===== config.mk =====
export PLATFORM = sky130hd
export DESIGN_NAME = erfir_top
export DESIGN_NICKNAME = d
export VERILOG_FILES = /design/src/include/erfir_pkg.sv /design/src/hdl/erfir_fifo.sv /design/src/hdl/erfir_top.sv
export VERILOG_INCLUDE_DIRS = /design/src /design/src/include
export SDC_FILE = /design/constraint.sdc
export NUM_CORES = 1
export LEC_CHECK = 0
export ABC_AREA = 1
export CELL_PAD_IN_SITES_DETAIL_PLACEMENT = 0
export CELL_PAD_IN_SITES_GLOBAL_PLACEMENT = 1
export CORE_MARGIN = 8
export CORE_UTILIZATION = 29
export DETAILED_ROUTE_END_ITERATION = 8
export DONT_BUFFER_PORTS = 1
export HOLD_SLACK_MARGIN = 0.03
export PLACE_DENSITY = 0.54
export SLEW_MARGIN = 5
export SYNTH_ARGS = -nofsm -noshare
export SYNTH_HDL_FRONTEND = slang
export SYNTH_HIERARCHICAL = 1
export SYNTH_SLANG_ARGS = --single-unit

===== constraint.sdc =====
create_clock -name CLK -period 7.1 [get_ports CLK]
set_input_delay 0.355 -clock CLK [delete_from_list [all_inputs] [get_ports CLK]]
set_output_delay 0.355 -clock CLK [all_outputs]
set_load 0.005 [all_outputs]

===== src/include/erfir_defines.svh =====
`ifndef ERFIR_DEFINES_SVH
`define ERFIR_DEFINES_SVH

// ************************************************************
// Filter settings, lengths and reciprocal gains
// ************************************************************
`define ERFIR_NUM_SETTINGS 3'h6
`define ERFIR_LEN_0        7'h02
`define ERFIR_LEN_1        7'h05
`define ERFIR_LEN_2        7'h0a
`define ERFIR_LEN_3        7'h18
`define ERFIR_LEN_4        7'h33
`define ERFIR_LEN_5        7'h75
// Reciprocals of the lengths, scaled by 2**16 and rounded
`define ERFIR_RCP_0        16'h8000
`define ERFIR_RCP_1        16'h3333
`define ERFIR_RCP_2        16'h199a
`define ERFIR_RCP_3        16'h0aab
`define ERFIR_RCP_4        16'h0505
`define ERFIR_RCP_5        16'h0230

// ************************************************************
// Output format
// ************************************************************
`define ERFIR_IN_W         8
`define ERFIR_FRAC_W       3
`define ERFIR_OUT_W        11
`define ERFIR_PROD_LSB     13
`define ERFIR_FIFO_DEPTH   8

`endif


===== src/include/erfir_pkg.sv =====
`default_nettype none
package erfir_pkg;

    typedef enum logic [2:0]
    {
        ERFIR_IDLE   = 3'b000,
        ERFIR_CHECK  = 3'b001,
        ERFIR_READ   = 3'b010,
        ERFIR_DRAIN  = 3'b011,
        ERFIR_SCALE  = 3'b100,
        ERFIR_PUSH   = 3'b101
    } erfir_state_t;

    typedef logic [7:0] erfir_sample_t;

endpackage

`default_nettype wire


===== src/hdl/erfir_fifo.sv =====
`timescale 1ns/100ps
`default_nettype none

module erfir_fifo
#(
    parameter int WIDTH = 8,
    parameter int DEPTH = 8
)
(
    input  wire logic             clk,       // Processing clock
    input  wire logic             rst_n,     // Synchronous reset, active low
    input  wire logic             ce,        // Clock enable
    input  wire logic             in_valid,  // Write request
    output logic                  in_ready,  // Space available
    input  wire logic [WIDTH-1:0] in_data,   // Write data
    output logic                  out_valid, // Data available
    input  wire logic             out_ready, // Reader takes word
    output logic      [WIDTH-1:0] out_data   // Head word
);

    localparam int PW = $clog2(DEPTH);

    logic [WIDTH-1:0] mem [DEPTH];
    logic [PW-1:0]    wr_ptr;
    logic [PW-1:0]    rd_ptr;
    logic [PW:0]      count;
    logic             do_wr;
    logic             do_rd;

    assign in_ready  = (count < (PW+1)'(DEPTH));
    assign out_valid = (count != '0);
    assign do_wr     = ce && in_valid && in_ready;
    assign do_rd     = ce && out_valid && out_ready;

    always_ff @(posedge clk)
    begin
        if (do_wr)
        begin
            mem[wr_ptr] <= in_data;
        end
    end

    // Head word is registered so the output never glitches on a write
    always_ff @(posedge clk)
    begin
        if (!rst_n)
        begin
            out_data <= '0;
        end
        else if (ce)
        begin
            if (do_rd && count > (PW+1)'(1))
            begin
                out_data <= mem[PW'(rd_ptr + 1'b1)];
            end
            else if (do_wr && (count == '0 || (do_rd && count == (PW+1)'(1))))
            begin
                out_data <= in_data;
            end
        end
    end

    always_ff @(posedge clk)
    begin
        if (!rst_n)
        begin
            wr_ptr <= '0;
            rd_ptr <= '0;
            count  <= '0;
        end
        else
        begin
            if (do_wr)
            begin
                wr_ptr <= PW'(wr_ptr + 1'b1);
            end
            if (do_rd)
            begin
                rd_ptr <= PW'(rd_ptr + 1'b1);
            end
            count <= (PW+1)'(count + (do_wr ? 1 : 0) - (do_rd ? 1 : 0));
        end
    end

endmodule // erfir_fifo

`default_nettype wire


===== src/hdl/erfir_top.sv =====
// Notes on behaviour
// - Six settings, 0.5 to 3 bits in half-bit steps, chosen by ENH_SEL 0..5.
// - Each setting roughly halves bandwidth of the one before.
// - Filter lengths 2, 5, 10, 24, 51, 117 samples.
// - Cutoffs 0.5, 0.241, 0.121, 0.058, 0.029, 0.016 of Nyquist.
// - Group delay removed; each output tagged with its aligned input index.
// - Taps sum to unity at DC; in-range input never overflows output.
// - Overflowed inputs still filtered; touched outputs flagged unreliable.
// - Output record is input length minus filter length, trimmed both ends.
// - Record too short for any output is refused, nothing produced.
// - Input is raw 8-bit ADC code; no accuracy or linearity correction.
// - Works on one stored record; no repeated acquisitions needed.
`timescale 1ns/100ps
`default_nettype none
`include "erfir_defines.svh"

module erfir_top
#(
    parameter int AW = 16   // Record address width
)
(
    input  wire logic                     CLK,       // 200 MHz processing clock
    input  wire logic                     RST_N,     // Synchronous reset
    input  wire logic                     CE,        // Freezes all state when low
    input  wire logic                     START,     // Filter request pulse
    input  wire logic [2:0]               ENH_SEL,   // Enhancement setting 0..5
    input  wire logic [AW-1:0]            REC_LEN,   // Input record length
    output logic                          BUSY,      // Filtering in progress
    output logic                          DONE,      // Record finished pulse
    output logic                          REFUSED,   // Request refused pulse
    output logic                          MEM_RD,    // Sample read strobe
    output logic [AW-1:0]                 MEM_ADDR,  // Sample address
    input  wire erfir_pkg::erfir_sample_t MEM_DATA,  // Sample, cycle after strobe
    input  wire logic                     MEM_OVF,   // Sample was overflowed
    output logic                          OUT_VALID, // Output word available
    input  wire logic                     OUT_READY, // Trace store takes word
    output logic [`ERFIR_OUT_W-1:0]       OUT_DATA,  // Filtered sample
    output logic [AW-1:0]                 OUT_INDEX, // Aligned input index
    output logic                          OUT_UNREL  // Window held an overflow
);
    import erfir_pkg::*;

    localparam int FW = `ERFIR_OUT_W + AW + 1;

    // ************************************************************
    // Request capture and per-setting constants
    // ************************************************************
    erfir_state_t  state;
    logic [6:0]    flen;
    logic [15:0]   rcp;
    logic [AW-1:0] rec_len;
    logic [AW-1:0] out_total;
    logic [AW-1:0] out_pos;
    logic [6:0]    tap;
    logic          rd_pend;
    logic [14:0]   acc;
    logic          ovf_seen;
    logic [30:0]   prod;
    logic          fifo_ready;
    logic [FW-1:0] fifo_in;
    logic [FW-1:0] fifo_out;
    logic [6:0]    next_flen;
    logic [15:0]   next_rcp;
    logic          sel_ok;

    always_comb
    begin
        sel_ok = 1'b1;
        unique case (ENH_SEL)
            3'h0:
            begin
                next_flen = `ERFIR_LEN_0;
                next_rcp  = `ERFIR_RCP_0;
            end
            3'h1:
            begin
                next_flen = `ERFIR_LEN_1;
                next_rcp  = `ERFIR_RCP_1;
            end
            3'h2:
            begin
                next_flen = `ERFIR_LEN_2;
                next_rcp  = `ERFIR_RCP_2;
            end
            3'h3:
            begin
                next_flen = `ERFIR_LEN_3;
                next_rcp  = `ERFIR_RCP_3;
            end
            3'h4:
            begin
                next_flen = `ERFIR_LEN_4;
                next_rcp  = `ERFIR_RCP_4;
            end
            3'h5:
            begin
                next_flen = `ERFIR_LEN_5;
                next_rcp  = `ERFIR_RCP_5;
            end
            default:
            begin
                next_flen = `ERFIR_LEN_5;
                next_rcp  = `ERFIR_RCP_5;
                sel_ok    = 1'b0;
            end
        endcase
    end

    always_ff @(posedge CLK)
    begin
        if (!RST_N)
        begin
            flen    <= '0;
            rcp     <= '0;
            rec_len <= '0;
        end
        else if (CE && state == ERFIR_IDLE && START)
        begin
            flen    <= next_flen;
            rcp     <= next_rcp;
            rec_len <= sel_ok ? REC_LEN : '0;
        end
    end

    // Output count; length equal to filter length leaves nothing
    assign out_total = (rec_len > AW'(flen)) ? AW'(rec_len - AW'(flen)) : '0;

    // ************************************************************
    // Sequencer
    // ************************************************************
    always_ff @(posedge CLK)
    begin
        if (!RST_N)
        begin
            state   <= ERFIR_IDLE;
            out_pos <= '0;
            tap     <= '0;
            DONE    <= 1'b0;
            REFUSED <= 1'b0;
        end
        else if (CE)
        begin
            DONE    <= 1'b0;
            REFUSED <= 1'b0;
            unique case (state)
                ERFIR_IDLE:
                begin
                    if (START)
                    begin
                        state <= ERFIR_CHECK;
                    end
                end
                ERFIR_CHECK:
                begin
                    out_pos <= '0;
                    tap     <= '0;
                    if (out_total == '0)
                    begin
                        REFUSED <= 1'b1;
                        state   <= ERFIR_IDLE;
                    end
                    else
                    begin
                        state <= ERFIR_READ;
                    end
                end
                ERFIR_READ:
                begin
                    tap <= 7'(tap + 1'b1);
                    if (tap == 7'(flen - 1'b1))
                    begin
                        state <= ERFIR_DRAIN;
                    end
                end
                ERFIR_DRAIN:
                begin
                    state <= ERFIR_SCALE;
                end
                ERFIR_SCALE:
                begin
                    state <= ERFIR_PUSH;
                end
                ERFIR_PUSH:
                begin
                    // Stalls here while the output buffer is full
                    if (fifo_ready)
                    begin
                        tap     <= '0;
                        out_pos <= AW'(out_pos + 1'b1);
                        if (out_pos == AW'(out_total - 1'b1))
                        begin
                            DONE  <= 1'b1;
                            state <= ERFIR_IDLE;
                        end
                        else
                        begin
                            state <= ERFIR_READ;
                        end
                    end
                end
            endcase
        end
    end

    // ************************************************************
    // Memory reads and accumulation
    // ************************************************************
    // One stored record, read once per window; no re-acquisition
    assign MEM_RD   = CE && state == ERFIR_READ;
    assign MEM_ADDR = AW'(out_pos + AW'(tap));
    assign BUSY     = (state != ERFIR_IDLE);

    always_ff @(posedge CLK)
    begin
        if (!RST_N)
        begin
            rd_pend <= 1'b0;
        end
        else if (CE)
        begin
            rd_pend <= MEM_RD;
        end
    end

    always_ff @(posedge CLK)
    begin
        if (!RST_N)
        begin
            acc      <= '0;
            ovf_seen <= 1'b0;
        end
        else if (CE)
        begin
            if ((state == ERFIR_PUSH && fifo_ready) || state == ERFIR_CHECK)
            begin
                acc      <= '0;
                ovf_seen <= 1'b0;
            end
            else if (rd_pend)
            begin
                acc      <= 15'(acc + 15'(MEM_DATA));
                ovf_seen <= ovf_seen | MEM_OVF;
            end
        end
    end

    // Equal taps scaled by the rounded reciprocal; a rectangular window
    // trades stopband depth for a multiplier-free tap path
    always_ff @(posedge CLK)
    begin
        if (!RST_N)
        begin
            prod <= '0;
        end
        else if (CE && state == ERFIR_SCALE)
        begin
            prod <= acc * rcp;
        end
    end

    // ************************************************************
    // Output buffer
    // ************************************************************
    // Index of the window's centre: half the trim leads, odd one trails
    assign fifo_in = {ovf_seen,
                      AW'(out_pos + AW'(flen >> 1)),
                      prod[`ERFIR_PROD_LSB +: `ERFIR_OUT_W]};

    erfir_fifo
    #(
        .WIDTH (FW),
        .DEPTH (`ERFIR_FIFO_DEPTH)
    )
    u_fifo
    (
        .clk       (CLK),
        .rst_n     (RST_N),
        .ce        (CE),
        .in_valid  (state == ERFIR_PUSH),
        .in_ready  (fifo_ready),
        .in_data   (fifo_in),
        .out_valid (OUT_VALID),
        .out_ready (OUT_READY),
        .out_data  (fifo_out)
    );

    assign OUT_UNREL = fifo_out[FW-1];
    assign OUT_INDEX = fifo_out[`ERFIR_OUT_W +: AW];
    assign OUT_DATA  = fifo_out[`ERFIR_OUT_W-1:0];

endmodule // erfir_top

`default_nettype wire


* Word-level counts from Yosys, hierarchy flattened
Memories as Yosys holds them, arrays and structs flattened.
Index checks and enable logic that the tools add are counted.
** Operators by class
- Add/subtract/negate cells :: 12
- Multiply operators :: 1
- $lt $le $gt $ge :: 3
- Equality and inequality tests :: 16
- Mux-type cells :: 30
- Bitwise gates (word level) :: 1
- Reduce and logical (&&, ||, !) cells :: 30
** Operators by type and width (count)
- $pmux 16 s5 :: 1
- $mux 28 :: 2
- $mux 16 :: 3
- $pmux 7 s5 :: 1
- $pmux 16 s2 :: 1
- $mux 15 :: 2
- $mul 15x16->24 :: 1
- $pmux 7 s3 :: 1
- $pmux 3 s6 :: 1
- $add 16x1->16 const B :: 1
- $add 16x6->16 :: 1
- $add 16x7->16 :: 1
- $eq 16x16->1 :: 1
- $gt 16x7->1 :: 1
- $logic_not 16->1 :: 1
- $sub 16x1->16 const B :: 1
- $sub 16x7->16 :: 1
- $add 15x8->15 :: 1
- $eq 3x2->1 const B :: 4
- $eq 3x3->1 const B :: 4
- $logic_and 1x1->1 :: 12
- $mux 1 :: 12
- $mux 3 :: 3
- $add 7x1->7 const B :: 1
- 23 further kinds :: 35
** Storage, ports and cells
- Register bits after elaboration :: 146
- Memory bits (writable) :: 224
- Bits of input ports :: 33
- Output and inout bits :: 49
- Word-level logic and storage cells :: 110
- Memories kept :: 1
** Memories
- u_fifo.mem :: words 8, bits a word 28, read ports 1, clocked after Yosys merged registers in 0, write ports 1, line erfir_fifo.sv:23 : logic [WIDTH-1:0] mem [DEPTH];

* Logic depth before layout (Yosys ltp)
- Depth after elaboration :: 8
- Gate-level depth with buffers :: 31
- Depth with buffers taken out :: 29

* Cells and area by module
Netlist, hierarchy kept.
** Modules (own cells, without submodules)
- erfir_top :: instances 1, cells an instance 1697, area an instance 12086.6 um^2, sequential area each 1761.7 um^2
- erfir_fifo :: instances 1, cells an instance 1095, area an instance 11227.0 um^2, sequential area each 7487.2 um^2

* Worst setup path before layout
No wires, ideal clock.
- Kind :: reg-to-reg
- Start point :: register, netlist name flen[3]
- End point :: register prod[20]
- Library setup time :: 58 ps
- Arrival time :: 5648 ps
- Data required time :: 7042 ps
- Setup slack :: 1394 ps
- Cell stages (with the launch flop) :: 29
- Buffers on the path :: 2
- Clock period less this slack :: 5706 ps
- Path through :: dfxtp_1 clkbuf_1 buf_1 nand2_1 inv_1 fa_1 inv_1 fa_1 inv_1 fa_1 fa_1 fa_1 inv_1 fa_1 inv_1 ha_1 nand2_1 nor2_1 inv_1 o221ai_1 a21oi_1 o21ai_0 nand2_1 nand2_1 a21o_1 or2_2 nand3_1 o211ai_1 inv_1
** RTL lines
- end signal, assigned :: line erfir_top.sv:257 : prod <= acc * rcp;
- end, declared :: line erfir_top.sv:58 : logic [30:0] prod;

* Worst setup path in the final report
- Start point :: register rcp[9]
- End point :: register prod[20]
** On the way
- Longest elaborated chain between the ends :: 1
** Ends and longest elaborated chain
- start, declared :: line erfir_top.sv:50 : logic [15:0] rcp;
- start signal, assigned :: line erfir_top.sv:120 : rcp <= next_rcp;
- $mul 15x16->24 :: line erfir_top.sv:257
No other way between the ends.
A chain may end at the register's enable or synchronous reset.

==> summary.md <==
| Metric | Value |
|---|---|
| GRT Total Usage | 15.4% |
| Clk_skew | 29.1 ps |
| Slew Viols, Final | 0 |
| Number of buffers created by CTS | 43 |
| Crit-path slowest cell | dfxtp_1 |
| CP max stage delay | between 700 and 800 ps |
| Htree depth | 2 |
| Syn-to-layout area delta | 11.7% |
| Final period util | 85.2% |
| Worst Path Required | between 7000 and 8000 ps |
| Status | finished, final reports clean |
| CTS tree | done |
| Starting Density | ~30% |
| Distinct cells, synth | 50 |
| I/O pin total | 82 |
| Final Util | about a third |
| Setup TNS Final | 0 ps |
| Final HPWL from detailed placement | a little under 50,000 um |
| Pre-CTS setup slack | just over 1000 ps |
| Synthesized area | roughly 23,000 sq um |
| Net Sw Power | approximately 0.0021 W |
| Comb power frac | between 20% and 30% |
| Slew margin rel. | roughly 25% |
| Clk slew on worst S/H paths | 60 ps |
| Drt pass-1 iters | 5 |
| R2r startpoint | rcp[9] |
| Largest net degree at the start of global routing | ~90 |
| Clock power frac | between 30% and 40% |
| Synthesized net count | 3,084 |
| Fin cells | ~3.9k |
| CP cell instances | nand2_1, fa_1, fa_1, inv_1, fa_1, fa_1, fa_1, inv_1, fa_1, inv_1, ha_1, nand2_1, nor2_1, inv_1, o221ai_1, a21oi_1, o21ai_0, nand2_1, nand2_1, a21o_1, or2_2, nand3_1, o211ai_1, inv_1 |
| Gr ovfl total | 0 |
| Internal Pwr Total | 0.00396 W |
| ANT cells | 0 |
| Via density | about 4.6 |
| Fmax achieved | about 0.17 GHz |
| WHS Endpoint | rec_len[1] |
| Final ANT Viol Nets | 0 |
| Hold crit path type | in -> reg |
| Synth Warn # | 6 |
| Mapped Avg Cell Area | 8.35 sq um |
| Antenna violations before repair | 0 |
| Worst reg-to-reg setup slack | 1050 ps |
| DRC viols | 0 |
| Via count | 17.7k |
| Power per cell area | around 230 nW/um^2 |
| Setup ws final | around 1100 ps |
| Iter 0 DRT Violations | 1,218 |
| RSZ-0062 raised after global routing | no |
| Hold Crit Start | REC_LEN[1] |
| Layout cells sized above 1 | under 10% |
| CP Launch Type | flop |
| Clock tree buffer depth | 3 |
| Commonest cells after routing, fill and taps aside | 681 x nand2_1, 580 x inv_1, 233 x nand3_1 |
| Peak VDD IR | roughly 0.18 mV |
| FP Rows | between 100 and 150 |
| Worst Setup End Kind | flop |
| Final setup vio count | 0 |
| Core area | ~80,000 sq um |
| Worst-path fanout max | 16 |
| Root Buffer | clkbuf_16 |
| Synth Instances | 2,792 |
| Critical Path AT | 6580 ps |
| FF+latch count, synth | 350 |
| Final wirelength | 70,200 um |
| Vias in the first global route | about 17k |
| PortBufs | 0 |
| Die width | 300 um |
| Net count, final | a little over 3k |
| Leak | 12.4 nW |
| Worst Tran Pin Value | about 1100 ps |
| Most frequent CP cell | fa_1 |
| Worst hold path depth | 2 |
| Reg-to-Reg End | prod[20] |
| Clock sink count | 350 |
| Final min period | between 6000 and 7000 ps |
| Sw frac | around a third |
| Die Ht | 300 um |
| Die area | approximately 90,000 sq um |
| Endpoints failing hold | 0 |
| Hold_ws | ~49 ps |
| Crit Path Class | reg -> reg |
| Sequential share of the synthesized area | 39.7% |
| R2R depth | 24 |
| Placed Instances | around 3.8k |
| Reg power frac | just under 40% |
| First-pass GRT wire length | 108,000 um |
| Number of flops mapped to enable cells by yosys | ~220 |
| Synth Flop Type | edfxtp_1 |
| RD Place Congestion | ~0.85 |
| Commonest non-fill, non-tap cell in the layout | nand2_1 |
| Share of synthesized flip-flops with an asynchronous set or reset | 0% |
| Avg WL per Cell | 18.1 um |
| Clk_lat worst skew | approximately 600 ps |
| Max Cap Violations | 0 |
## per-layer routing
layer | global-route usage [%] | wire [um] | up-vias
li1 | - | - | 8766
met1 | 21.4 | 33200 | 8493
met2 | 25.0 | 32000 | 368
met3 | 2.71 | 3500 | 87
met4 | 3.69 | 1470 | 0
met5 | 0 | 0 | -
## cell usage after synthesis, types with 2 or more instances
| master | count | area [sq um] |
|---|---|---|
| nand4_1 | 15 | 93.8 |
| o21a_1 | 3 | 22.5 |
| a211oi_1 | 21 | 158 |
| inv_1 | 581 | 2180 |
| a21oi_2 | 10 | 87.6 |
| xor2_1 | 46 | 403 |
| o211ai_1 | 10 | 75.1 |
| nand3_2 | 12 | 120 |
| o21bai_1 | 3 | 22.5 |
| nand3_1 | 233 | 1170 |
| nor4_1 | 3 | 18.8 |
| xnor2_1 | 24 | 210 |
| ha_1 | 117 | 1460 |
| edfxtp_1 | 224 | 6730 |
| o21ai_0 | 80 | 400 |
| buf_6 | 6 | 67.6 |
| dfxtp_1 | 126 | 2520 |
| clkinv_1 | 4 | 15.0 |
| nand2_2 | 7 | 43.8 |
| buf_4 | 4 | 30.0 |
| nor3_1 | 29 | 145 |
| o221ai_1 | 2 | 17.5 |
| or2_2 | 3 | 18.8 |
| buf_1 | 2 | 7.51 |
| a31oi_1 | 2 | 12.5 |
| inv_2 | 7 | 26.3 |
| nor3b_1 | 2 | 15.0 |
| a21oi_1 | 157 | 786 |
| clkbuf_1 | 57 | 214 |
| nand2_1 | 681 | 2560 |
| buf_2 | 35 | 175 |
| a21o_1 | 4 | 30.0 |
| fa_1 | 142 | 2840 |
| nor2_1 | 118 | 443 |
| nor3_2 | 2 | 20.0 |
| nor2_2 | 6 | 37.5 |
## registers in the layout (all words and copies together) (netlist names)
name and cells:
u_fifo/count 4, ovf_seen 1, REFUSED 1, u_fifo/mem 224, u_fifo/rd_ptr 3, u_fifo/wr_ptr 3, DONE 1, prod 11
tap 7, flen 7, out_pos 16, acc 15, rd_pend 1, rec_len 16, u_fifo/out_data 28, rcp 9
state 3
## per-stage QoR
stage | cell area [sq um] | total power (W)
2_1_floorplan | 23300 | 0.00345
3_3_place_gp | 24400 | 0.00388
3_5_place_dp | 24400 | 0.00389
4_1_cts | 26000 | 0.00614
5_1_grt | 26000 | 0.00641
6_report | 26000 | 0.00604
## power groups by stage
stage	combinational, W	sequential (W)	clock, W
after floorplan	0.00114	0.00232	0
after global placement	0.00149	0.00239	0
after detailed placement	0.00149	0.00239	0
after CTS	0.00152	0.00235	0.00227
after global routing	0.00170	0.00236	0.00235
final	0.00150	0.00234	0.00220
## area by class of cell
type,count,area (sq um)
Tap cell,1060,1330
Multi-Input combinational cell,1746,11400
Clock buffer,63,1210
Clock inverter,17,199
Inverter,592,2220
Timing Repair Buffer,44,398
Sequential cell,350,9250
Fill cell,8416,54000
## critical path, delay by kind of cell (launching register included)
family,cells,cell delay [ps]
fa+ha+maj,7,3270
simple gates,7,890
compound gates,5,800
flops,1,760
buf+inv,5,290
## cell families (layout without fill, tap and decap cells)
logic type / after synthesis / in the layout / share of synthesized area, %
compound gates: 300 / 300 / 7.18
xor+xnor: 71 / 71 / 2.70
fa+ha+maj: 259 / 259 / 18.5
buf+inv: 696 / 716 / 11.7
flops: 350 / 350 / 39.7
simple gates: 1116 / 1116 / 20.3
## repair_timing
item,CTS,global route
endpoints found under the hold margin,73,0
gates resized for setup,0,0
buffers inserted,0,0
hold buffers,20,0
endpoints found under the setup margin,0,0
## worst max-delay path by stage
stage / from / endpoint / slack, ps / cells after the start
finish: rcp[9] / prod[20] / 1050 / 24
global route: rcp[9] / prod[20] / 620 / 24
CTS: rcp[9] / prod[20] / 1030 / 24
detailed placement: rcp[9] / prod[20] / 1040 / 24
global placement: rcp[9] / prod[20] / 1100 / 24
floorplan: flen[3] / prod[20] / 1390 / 28
No activity file was read; power rests on OpenSTA's default activity.
